`src/osc_cfg_pkg.sv`:
```
package osc_cfg_pkg;

   // register byte offsets (word aligned)
   localparam logic [7:0] CONFIG_WORD_OFFSET = 8'h00;
   localparam logic [7:0] DECODED_OFFSET     = 8'h04;
   localparam logic [7:0] STATUS_OFFSET      = 8'h08;

   // configuration word field positions
   localparam int SWITCH_MONITOR_LSB  = 14;
   localparam int SECONDARY_SEL_BIT   = 12;
   localparam int CLOCK_OUT_FUNC_BIT  = 10;
   localparam int PRIMARY_MODE_LSB    = 8;
   localparam int TWO_SPEED_BIT       = 7;
   localparam int SECONDARY_EN_BIT    = 6;
   localparam int PLL_REF_BIT         = 4;
   localparam int OSC_SELECT_LSB      = 0;

   // reserved positions that must be programmed as one
   localparam logic [31:0] RESERVED_MASK = 32'hffff_2828;

   // erased value of the word, all ones, is what software sees after power-up
   localparam logic [31:0] CONFIG_RESET  = 32'hffff_ffff;

   // decode of the switching and monitor field
   localparam logic [1:0] SWMON_BOTH    = 2'h3;
   localparam logic [1:0] SWMON_MONITOR = 2'h2;
   localparam logic [1:0] SWMON_SWITCH  = 2'h1;
   localparam logic [1:0] SWMON_NONE    = 2'h0;

   // primary oscillator modes
   typedef enum logic [1:0] {
      PRIMARY_EXTERNAL_CLOCK_INPUT = 2'h0,
      PRIMARY_STANDARD_CRYSTAL     = 2'h1,
      PRIMARY_HIGH_SPEED_CRYSTAL   = 2'h2,
      PRIMARY_DISABLED             = 2'h3
   } primary_mode_e;

   // loader states, gray coded along the path
   typedef enum logic [1:0] {
      LOAD_IDLE   = 2'b00,
      LOAD_SAMPLE = 2'b01,
      LOAD_HELD   = 2'b11
   } load_state_e;

   // axi responses
   localparam logic [1:0] RESP_OKAY   = 2'h0;
   localparam logic [1:0] RESP_SLVERR = 2'h2;

   // field extraction used by the decoder for the switch/monitor and primary mode fields
   function automatic logic [1:0] field2(input logic [31:0] w,
                                         input int lsb);
      field2 = w[lsb +: 2];
   endfunction

endpackage

```
`src/oscillator_select_config_decode.sv`:
```
`timescale 1ns/1ps
// How it works
// the two-bit switch/monitor field gives 11 both, 10 monitor, 01 switching, 00 none.
// secondary select 1 means crystal owning both pins, 0 means external clock and port pins.
// clock-out bit 1 leaves the shared pin as I/O, 0 drives the system clock onto it.
// primary mode 11 disabled, 10 high-speed crystal, 01 standard crystal, 00 external clock.
// two-speed start-up runs only while its enable bit is 1.
// the secondary oscillator is enabled only while its enable bit is 1.
// at reset the pll reference is the fast internal rc if the bit is 1, else primary.
// the programmer must write ones to bits 31-16, 13, 11, 5 and 3.
// the word is sampled once at reset and the decode holds until the next reset.
module oscillator_select_config_decode (
   // clock and reset
   input  wire logic        aclk,
   input  wire logic        aresetn,
   // axi4-lite write address
   input  wire logic [7:0]  s_axi_awaddr,
   input  wire logic        s_axi_awvalid,
   output logic             s_axi_awready,
   // axi4-lite write data
   input  wire logic [31:0] s_axi_wdata,
   input  wire logic [3:0]  s_axi_wstrb,
   input  wire logic        s_axi_wvalid,
   output logic             s_axi_wready,
   // axi4-lite write response
   output logic [1:0]       s_axi_bresp,
   output logic             s_axi_bvalid,
   input  wire logic        s_axi_bready,
   // axi4-lite read address
   input  wire logic [7:0]  s_axi_araddr,
   input  wire logic        s_axi_arvalid,
   output logic             s_axi_arready,
   // axi4-lite read data
   output logic [31:0]      s_axi_rdata,
   output logic [1:0]       s_axi_rresp,
   output logic             s_axi_rvalid,
   input  wire logic        s_axi_rready,
   // port logic for the shared pins
   input  wire logic        port_clock_pin_out,
   input  wire logic        port_clock_pin_oe_n,
   input  wire logic        port_secondary_pin_out,
   input  wire logic        port_secondary_pin_oe_n,
   // pins
   output logic             system_clock_out_pin_out,
   output logic             system_clock_out_pin_oe_n,
   output logic             secondary_osc_output_pin_out,
   output logic             secondary_osc_output_pin_oe_n,
   // decoded clock settings
   output logic             switch_enable,
   output logic             monitor_enable,
   output logic             secondary_crystal,
   output logic [1:0]       primary_oscillator_mode,
   output logic             two_speed_startup_enable,
   output logic             secondary_oscillator_enable,
   output logic             pll_ref_fast_internal_rc,
   output logic             config_valid
);
   // programmed word, written over the bus, takes effect only at reset;
   // power-up value is the erased word
   logic [31:0]              oscillator_selection_config =
      osc_cfg_pkg::CONFIG_RESET;
   logic [31:0]              held_word;
   osc_cfg_pkg::load_state_e load_state;
   logic                     aw_held;
   logic                     w_held;
   logic [7:0]               aw_addr;
   logic [31:0]              w_data;
   logic [3:0]               w_strb;
   logic                     reserved_ok;
   logic                     pins_owned;
   logic                     clk_out_drive;
   logic [1:0]               dec_mode;
   logic                     dec_sw;
   logic                     dec_mon;
   logic                     dec_xtal;
   logic                     dec_two;
   logic                     dec_sen;
   logic                     dec_pll;

   // sample once after reset release, then hold
   always_ff @(posedge aclk) begin
      if (!aresetn) begin
         load_state <= osc_cfg_pkg::LOAD_IDLE;
         held_word  <= osc_cfg_pkg::CONFIG_RESET;
      end else begin
         unique case (load_state)
            osc_cfg_pkg::LOAD_IDLE:   load_state <= osc_cfg_pkg::LOAD_SAMPLE;
            osc_cfg_pkg::LOAD_SAMPLE: begin
               held_word  <= oscillator_selection_config;
               load_state <= osc_cfg_pkg::LOAD_HELD;
            end
            osc_cfg_pkg::LOAD_HELD:   load_state <= osc_cfg_pkg::LOAD_HELD;
            default:                  load_state <= osc_cfg_pkg::LOAD_IDLE;
         endcase
      end
   end

   osc_cfg_decode u_decode (
      .word                        (held_word),
      .switch_enable               (dec_sw),
      .monitor_enable              (dec_mon),
      .secondary_crystal           (dec_xtal),
      .secondary_pins_owned        (pins_owned),
      .clock_out_drive             (clk_out_drive),
      .primary_oscillator_mode     (dec_mode),
      .two_speed_startup_enable    (dec_two),
      .secondary_oscillator_enable (dec_sen),
      .pll_ref_fast_internal_rc    (dec_pll),
      .reserved_ok                 (reserved_ok)
   );

   // settings registered so the outputs stay glitch free
   always_ff @(posedge aclk) begin
      if (!aresetn) begin
         switch_enable               <= 1'b1;
         monitor_enable              <= 1'b1;
         secondary_crystal           <= 1'b1;
         primary_oscillator_mode     <= 2'h3;
         two_speed_startup_enable    <= 1'b1;
         secondary_oscillator_enable <= 1'b1;
         pll_ref_fast_internal_rc    <= 1'b1;
         config_valid                <= 1'b0;
      end else begin
         switch_enable               <= dec_sw;
         monitor_enable              <= dec_mon;
         secondary_crystal           <= dec_xtal;
         primary_oscillator_mode     <= dec_mode;
         two_speed_startup_enable    <= dec_two;
         secondary_oscillator_enable <= dec_sen;
         pll_ref_fast_internal_rc    <= dec_pll;
         config_valid <= (load_state == osc_cfg_pkg::LOAD_HELD);
      end
   end

   osc_clock_pin_mux u_pins (
      .aclk                          (aclk),
      .clock_out_drive               (clk_out_drive),
      .secondary_pins_owned          (pins_owned),
      .port_clock_pin_out            (port_clock_pin_out),
      .port_clock_pin_oe_n           (port_clock_pin_oe_n),
      .port_secondary_pin_out        (port_secondary_pin_out),
      .port_secondary_pin_oe_n       (port_secondary_pin_oe_n),
      .system_clock_out_pin_out      (system_clock_out_pin_out),
      .system_clock_out_pin_oe_n     (system_clock_out_pin_oe_n),
      .secondary_osc_output_pin_out  (secondary_osc_output_pin_out),
      .secondary_osc_output_pin_oe_n (secondary_osc_output_pin_oe_n)
   );

   // write channel: address and data caught in either order
   assign s_axi_awready = ~aw_held & ~s_axi_bvalid;
   assign s_axi_wready  = ~w_held & ~s_axi_bvalid;

   always_ff @(posedge aclk) begin
      if (!aresetn) begin
         aw_held <= 1'b0;
         aw_addr <= 8'h00;
      end else if (s_axi_awvalid && s_axi_awready) begin
         aw_held <= 1'b1;
         aw_addr <= s_axi_awaddr;
      end else if (aw_held && w_held) begin
         aw_held <= 1'b0;
      end
   end

   always_ff @(posedge aclk) begin
      if (!aresetn) begin
         w_held <= 1'b0;
         w_data <= 32'h0000_0000;
         w_strb <= 4'h0;
      end else if (s_axi_wvalid && s_axi_wready) begin
         w_held <= 1'b1;
         w_data <= s_axi_wdata;
         w_strb <= s_axi_wstrb;
      end else if (aw_held && w_held) begin
         w_held <= 1'b0;
      end
   end

   // only the config word is writable; its new value waits for reset
   // no clear on aresetn: like fuses it must outlive the reset it feeds
   always_ff @(posedge aclk) begin
      if (aresetn && aw_held && w_held &&
          aw_addr[7:2] == osc_cfg_pkg::CONFIG_WORD_OFFSET[7:2]) begin
         for (int i = 0; i < 4; i++) begin
            if (w_strb[i]) begin
               oscillator_selection_config[i*8 +: 8] <= w_data[i*8 +: 8];
            end
         end
      end
   end

   always_ff @(posedge aclk) begin
      if (!aresetn) begin
         s_axi_bvalid <= 1'b0;
         s_axi_bresp  <= osc_cfg_pkg::RESP_OKAY;
      end else if (aw_held && w_held) begin
         s_axi_bvalid <= 1'b1;
         s_axi_bresp  <=
            (aw_addr[7:2] == osc_cfg_pkg::CONFIG_WORD_OFFSET[7:2]) ?
            osc_cfg_pkg::RESP_OKAY : osc_cfg_pkg::RESP_SLVERR;
      end else if (s_axi_bready) begin
         s_axi_bvalid <= 1'b0;
      end
   end

   // read channel
   assign s_axi_arready = ~s_axi_rvalid;

   always_ff @(posedge aclk) begin
      if (!aresetn) begin
         s_axi_rvalid <= 1'b0;
         s_axi_rdata  <= 32'h0000_0000;
         s_axi_rresp  <= osc_cfg_pkg::RESP_OKAY;
      end else if (s_axi_arvalid && s_axi_arready) begin
         s_axi_rvalid <= 1'b1;
         s_axi_rresp  <= osc_cfg_pkg::RESP_OKAY;
         unique case (s_axi_araddr[7:2])
            osc_cfg_pkg::CONFIG_WORD_OFFSET[7:2]:
               s_axi_rdata <= oscillator_selection_config;
            osc_cfg_pkg::DECODED_OFFSET[7:2]:
               s_axi_rdata <= held_word;
            osc_cfg_pkg::STATUS_OFFSET[7:2]:
               s_axi_rdata <= {30'h0, reserved_ok, config_valid};
            default: begin
               s_axi_rdata <= 32'h0000_0000;
               s_axi_rresp <= osc_cfg_pkg::RESP_SLVERR;
            end
         endcase
      end else if (s_axi_rready) begin
         s_axi_rvalid <= 1'b0;
      end
   end
endmodule // oscillator_select_config_decode

```
`src/osc_cfg_decode.sv`:
```
`timescale 1ns/1ps
module osc_cfg_decode (
   // held configuration word
   input  wire logic [31:0] word,
   // decoded clock settings
   output logic             switch_enable,
   output logic             monitor_enable,
   output logic             secondary_crystal,
   output logic             secondary_pins_owned,
   output logic             clock_out_drive,
   output logic [1:0]       primary_oscillator_mode,
   output logic             two_speed_startup_enable,
   output logic             secondary_oscillator_enable,
   output logic             pll_ref_fast_internal_rc,
   output logic             reserved_ok
);
   logic [1:0] swmon;

   always_comb begin
      swmon = osc_cfg_pkg::field2(word, osc_cfg_pkg::SWITCH_MONITOR_LSB);
      unique case (swmon)
         osc_cfg_pkg::SWMON_BOTH: begin
            switch_enable  = 1'b1;
            monitor_enable = 1'b1;
         end
         osc_cfg_pkg::SWMON_MONITOR: begin
            switch_enable  = 1'b0;
            monitor_enable = 1'b1;
         end
         osc_cfg_pkg::SWMON_SWITCH: begin
            switch_enable  = 1'b1;
            monitor_enable = 1'b0;
         end
         osc_cfg_pkg::SWMON_NONE: begin
            switch_enable  = 1'b0;
            monitor_enable = 1'b0;
         end
      endcase
   end

   // crystal use hands both pins to the oscillator, else to port logic
   assign secondary_crystal    = word[osc_cfg_pkg::SECONDARY_SEL_BIT];
   assign secondary_pins_owned = word[osc_cfg_pkg::SECONDARY_SEL_BIT];
   assign clock_out_drive      = ~word[osc_cfg_pkg::CLOCK_OUT_FUNC_BIT];
   assign primary_oscillator_mode =
      osc_cfg_pkg::field2(word, osc_cfg_pkg::PRIMARY_MODE_LSB);
   assign two_speed_startup_enable =
      word[osc_cfg_pkg::TWO_SPEED_BIT];
   assign secondary_oscillator_enable =
      word[osc_cfg_pkg::SECONDARY_EN_BIT];
   assign pll_ref_fast_internal_rc = word[osc_cfg_pkg::PLL_REF_BIT];
   // a wrongly programmed word is flagged, not corrected
   assign reserved_ok =
      (word & osc_cfg_pkg::RESERVED_MASK) == osc_cfg_pkg::RESERVED_MASK;

endmodule // osc_cfg_decode

```
`src/osc_clock_pin_mux.sv`:
```
`timescale 1ns/1ps
module osc_clock_pin_mux (
   // clock and selection
   input  wire logic aclk,
   input  wire logic clock_out_drive,
   input  wire logic secondary_pins_owned,
   // port logic request for the shared pins
   input  wire logic port_clock_pin_out,
   input  wire logic port_clock_pin_oe_n,
   input  wire logic port_secondary_pin_out,
   input  wire logic port_secondary_pin_oe_n,
   // shared clock-out pin
   output logic      system_clock_out_pin_out,
   output logic      system_clock_out_pin_oe_n,
   // secondary output pin, released to the oscillator when owned
   output logic      secondary_osc_output_pin_out,
   output logic      secondary_osc_output_pin_oe_n
);
   // the system clock itself is forwarded; a gated buffer in real silicon
   always_comb begin
      if (clock_out_drive) begin
         system_clock_out_pin_out  = aclk;
         system_clock_out_pin_oe_n = 1'b0;
      end else begin
         system_clock_out_pin_out  = port_clock_pin_out;
         system_clock_out_pin_oe_n = port_clock_pin_oe_n;
      end
   end

   always_comb begin
      if (secondary_pins_owned) begin
         secondary_osc_output_pin_out  = 1'b0;
         secondary_osc_output_pin_oe_n = 1'b1;
      end else begin
         secondary_osc_output_pin_out  = port_secondary_pin_out;
         secondary_osc_output_pin_oe_n = port_secondary_pin_oe_n;
      end
   end

endmodule // osc_clock_pin_mux

```
`config.mk`:
```
export PLATFORM = sky130hd
export DESIGN_NAME = oscillator_select_config_decode
export DESIGN_NICKNAME = d
export VERILOG_FILES = /design/src/osc_cfg_pkg.sv /design/src/oscillator_select_config_decode.sv /design/src/osc_cfg_decode.sv /design/src/osc_clock_pin_mux.sv
export SDC_FILE = /design/constraint.sdc
export NUM_CORES = 1
export LEC_CHECK = 0
export ABC_AREA = 1
export BUFFER_PORTS_ARGS = -buffer_cell sky130_fd_sc_hd__buf_4
export CORE_MARGIN = 1
export CORE_UTILIZATION = 30
export CTS_CLUSTER_SIZE = 10
export DETAILED_ROUTE_END_ITERATION = 10
export PLACE_DENSITY = 0.52
export SYNTH_ARGS = -nofsm -noshare
export SYNTH_HDL_FRONTEND = slang
export SYNTH_SLANG_ARGS = --single-unit
```
`constraint.sdc`:
```
create_clock -name aclk -period 2.25 [get_ports aclk]
set_input_delay 0.1125 -clock aclk [delete_from_list [all_inputs] [get_ports aclk]]
set_output_delay 0.1125 -clock aclk [all_outputs]
set_load 0.05 [all_outputs]
```
======== Word level (Yosys, flattened, before mapping) ========
Cells that the tools add are included.
W data, S select, Z words.
word-level totals
  output and inout port bits .............. 54
  flip-flop bits (word level) ............. 159
  word-level logic and storage cells ...... 80
  input bits .............................. 63
operators by class
  eq/ne operators ......................... 8
  muxes and demuxes ....................... 17
  reduce and logical (&&, ||, !) cells .... 25
  bitwise operators ....................... 6
operators by type and width
  kind                    number
  $pmux W32 S3            1
  $eq A20 B20 Y1 const B  1
  $logic_not A6 Y1        2
  $mux W1                 11
  $reduce_or A2 Y1        5
  $reduce_and A2 Y1       4
  $reduce_bool A2 Y1      4
  $logic_and A1 B1 Y1     7
  $eq A2 B2 Y1 const B    3
  $eq A6 B1 Y1 const B    1
  $eq A6 B2 Y1 const B    1
  $eq A2 B1 Y1 const B    2
  $logic_not A2 Y1        2
  $mux W2                 2
  $not A1 Y1              4
  $pmux W1 S2             2
  $pmux W2 S2             1
  $reduce_or A3 Y1        1
  $and A1 B1 Y1           2

======== Depth between registers and ports, before layout ========
  depth in word-level cells ............... 4
  depth in mapped cells ................... 8

======== Hierarchy ========
Synthesis repeated with hierarchy kept, for this count alone.
second synthesis, totals
  cells, all modules ...................... 714
  area, all modules ....................... 6039.5 µm²
modules (own cells, without submodules)
  module                           cells each  sequential area each (µm²)  area each (µm²)  instances
  oscillator_select_config_decode  677         3423.3                      5868.1           1
  osc_cfg_decode                   28          0.0                         135.1            1
  osc_clock_pin_mux                9           0.0                         36.3             1

==> impl_metrics.env <==
export IMPL_status="finished, violations left"
export IMPL_violations="DRC"
export IMPL_maxSlewViolCount=0
export IMPL_cp_required_ns=2.72
export IMPL_core_rowCount=52
export IMPL_core_um2=20200
export IMPL_ys_warn_count=0
export IMPL_die_height_um=146
export IMPL_syn_area_um2=6190
export IMPL_fin_crit_ns=1.78
export IMPL_path_clk_slew_ns=0.06
export IMPL_crit_fanout=40
export IMPL_ys_types=31
export IMPL_p_comb_share_pct=11.9
export IMPL_fin_cells=1148
export IMPL_firstDrtPassIters=9
export IMPL_worstSkewPairLatency_ns=0.53
export IMPL_wl_met1_mm=7.49
export IMPL_grt_pass1_vias=4973
export IMPL_p_int_mw=5.21
export IMPL_area_growth_pct=37.2
export IMPL_grt_max_degree=64
export IMPL_avgSynthCellArea_um2=8.91
export IMPL_vias=5028
export IMPL_hold_ws_ns=0.00760
export IMPL_relSlewSlack_pct=54.4
export IMPL_power_share_switching_pct=25.0
export IMPL_tightestPinTransition_ns=0.685
export IMPL_antenna_left=0
export IMPL_nFillCells=2037
export IMPL_routed_wl_mm=14.7
export IMPL_pre_cts_ws_ns=0.594
export IMPL_antenna_found_initial=0
export IMPL_top_layer="met4"
export IMPL_endpoint_kind="flop"
export IMPL_fin_skew_ns=0.00991
export IMPL_nNetsFinal=928
export IMPL_drc=1
export IMPL_period_share_pct=78.9
export IMPL_diodes=0
export IMPL_dp_cells=1046
export IMPL_power_leakage_nw=3.50
export IMPL_tns_ns=0
export IMPL_hold_path_class="primary input to flop"
export IMPL_grt_pass1_wl_mm=24.8
export IMPL_switchingPower_mw=1.74
export IMPL_seq_area_frac_synth_pct=55.3
export IMPL_cts_setup_buffers=0
export IMPL_critPathLaunchType="flop"
export IMPL_final_core_util_pct=42.0
export IMPL_cts_tree="yes"
export IMPL_place_congestion=0.725
export IMPL_setup_violations=0
export IMPL_io_pin_count=117
export IMPL_drive_above_1_share_pct=29.2
export IMPL_synthCells=695
export IMPL_die_x_um=146
export IMPL_fmax_mhz=563
export IMPL_hold_viol=0
export IMPL_port_buffers=110
export IMPL_place_hpwl_mm=9.74
export IMPL_grt_overflow=0
export IMPL_wl_met2_mm=6.56
export IMPL_initial_core_util_pct=30.6
export IMPL_grt_util_all_layers_pct=14.9
export IMPL_wl_per_cell_um=12.8
export IMPL_dr_wl_met3_um=518
export IMPL_p_per_area_nw_per_um2=817
export IMPL_power_frac_seq_pct=44.5
export IMPL_viasPerCell=4.38
export IMPL_drt_iter0_markers=228
export IMPL_ys_ff_latch=155
export IMPL_vdd_drop_max_uv=626
export IMPL_arrival_ns=2.25
export IMPL_rsz0062_at_grt="no"
export IMPL_dieArea_um2=21200
export IMPL_clock_power_share_pct=43.6
export IMPL_worstSetupPathType="flop to flop"
export IMPL_cap_viol_max_count=0
export IMPL_timing_final_ws_setup_ns=0.475
[worst max-delay path, stage by stage (launching register included)]
cell and delay (ns):
dfxtp_1 0.37, nor2_1 0.08, nand2_1 0.09, buf_4 0.39, o21ai_1 0.12, dlygate4sd3_1 0.57
nor2_1 0.07
[registers in the layout (all words and copies together), names as in the netlist, 2 cells and up]
signal	cells
w_data	32
held_word	32
primary_oscillator_mode	2
aw_addr	6
load_state	2
s_axi_rdata	32
oscillator_selection_config	32
w_strb	4
[logic make-up (layout without fill, tap and decap cells)]
| group | count (synthesis) | count (layout) | share of synthesized area, % |
|---|---|---|---|
| and+or+nand+nor | 355 | 355 | 26.2 |
| DFF | 155 | 155 | 55.3 |
| AOI/OAI and AO/OA | 108 | 108 | 11.6 |
| buffers and inverters | 76 | 258 | 6.85 |
| other | 1 | 2 | 0.0606 |
[power by group through the flow]
stage	Combinational (mW)	Sequential, mW	Clock (mW)
global placement	0.723	3.15	0.0263
finish	0.824	3.09	3.03
global route	0.921	3.11	3.24
CTS	0.833	3.09	3.11
detailed placement	0.730	3.15	0.0263
floorplan	0.457	3.20	0.0198
[repair_timing]
action | in CTS | in global routing
hold buffers | 67 | 0
gates resized for setup | 0 | 0
endpoints found under the hold margin | 45 | 0
[per-layer routing]
layer  global-route usage, %  up-vias
met5                       0        -
met4                    6.53        0
met3                    4.48       11
met2                    22.6       93
met1                    19.7     2305
li1                        -     2619
[stage by stage]
| stage | cell area (um2) | power (mW) |
|---|---|---|
| floorplan | 6190 | 3.67 |
| global placement | 7180 | 3.90 |
| detailed placement | 7180 | 3.91 |
| CTS | 8500 | 7.04 |
| global route | 8500 | 7.27 |
| finish | 8500 | 6.95 |
[area by class of cell]
cell class	count	area, um2	area share (%)
flip-flops and latches	155	3420	40.3
multi-input cells	465	2350	27.6
repair buffers	191	1610	19.0
clock buffers	22	522	6.14
well taps	270	338	3.98
clock inverters	14	129	1.52
inverters	31	124	1.46
[cell usage in the layout (no fill, tap or decap), types with 2 or more instances in the layout]
cell type / n
o21ai_0: 7
a21oi_1: 12
inv_1: 16
inv_2: 9
clkinv_1: 2
bufinv_16: 2
nand3_2: 29
nor2_1: 99
conb_1: 2
edfxtp_1: 32
nand2_2: 8
dfxtp_1: 123
clkinv_2: 12
clkbuf_16: 20
o211ai_1: 11
nor2_2: 5
nand3_1: 49
clkinvlp_4: 3
o21ai_2: 10
buf_4: 124
dlygate4sd3_1: 67
nand2_1: 161
a21oi_2: 29
o21ai_1: 37
[synthesized netlist by cell type]
cell type,number,area share (%)
inv_2,9,0.55
or2_2,1,0.10
o21ai_0,7,0.57
buf_6,4,0.73
edfxtp_1,32,16
buf_1,4,0.24
a21oi_2,29,4.1
conb_1,1,0.061
nand3_1,49,4.0
nand4_1,1,0.10
o21ai_2,10,1.4
nand2_2,8,0.81
a21oi_1,12,0.97
o21ai_1,37,3.0
clkbuf_1,16,0.97
and2_4,1,0.14
clkbuf_4,2,0.24
buf_4,4,0.49
buf_2,11,0.89
o211ai_1,11,1.3
clkinv_2,6,0.49
o21a_1,1,0.12
nor2_2,5,0.51
nand3_2,29,4.7
inv_1,16,0.97
nand2_1,161,9.8
a211oi_1,1,0.12
buf_12,4,1.3
nor2_1,99,6.0
dfxtp_1,123,40
nor4_1,1,0.10
[worst paths after layout]
path / start / endpoint / slack (ns) / cells past startpoint
min: aresetn / w_data[15] / 0.008 / 3
min reg2reg: w_data[11] / oscillator_selection_config[11] / 0.43 / 0
max: s_axi_bvalid / w_data[14] / 0.47 / 6
max reg2reg: s_axi_bvalid / w_data[14] / 0.47 / 6
Note: power is estimated with default switching activity, not from simulation.
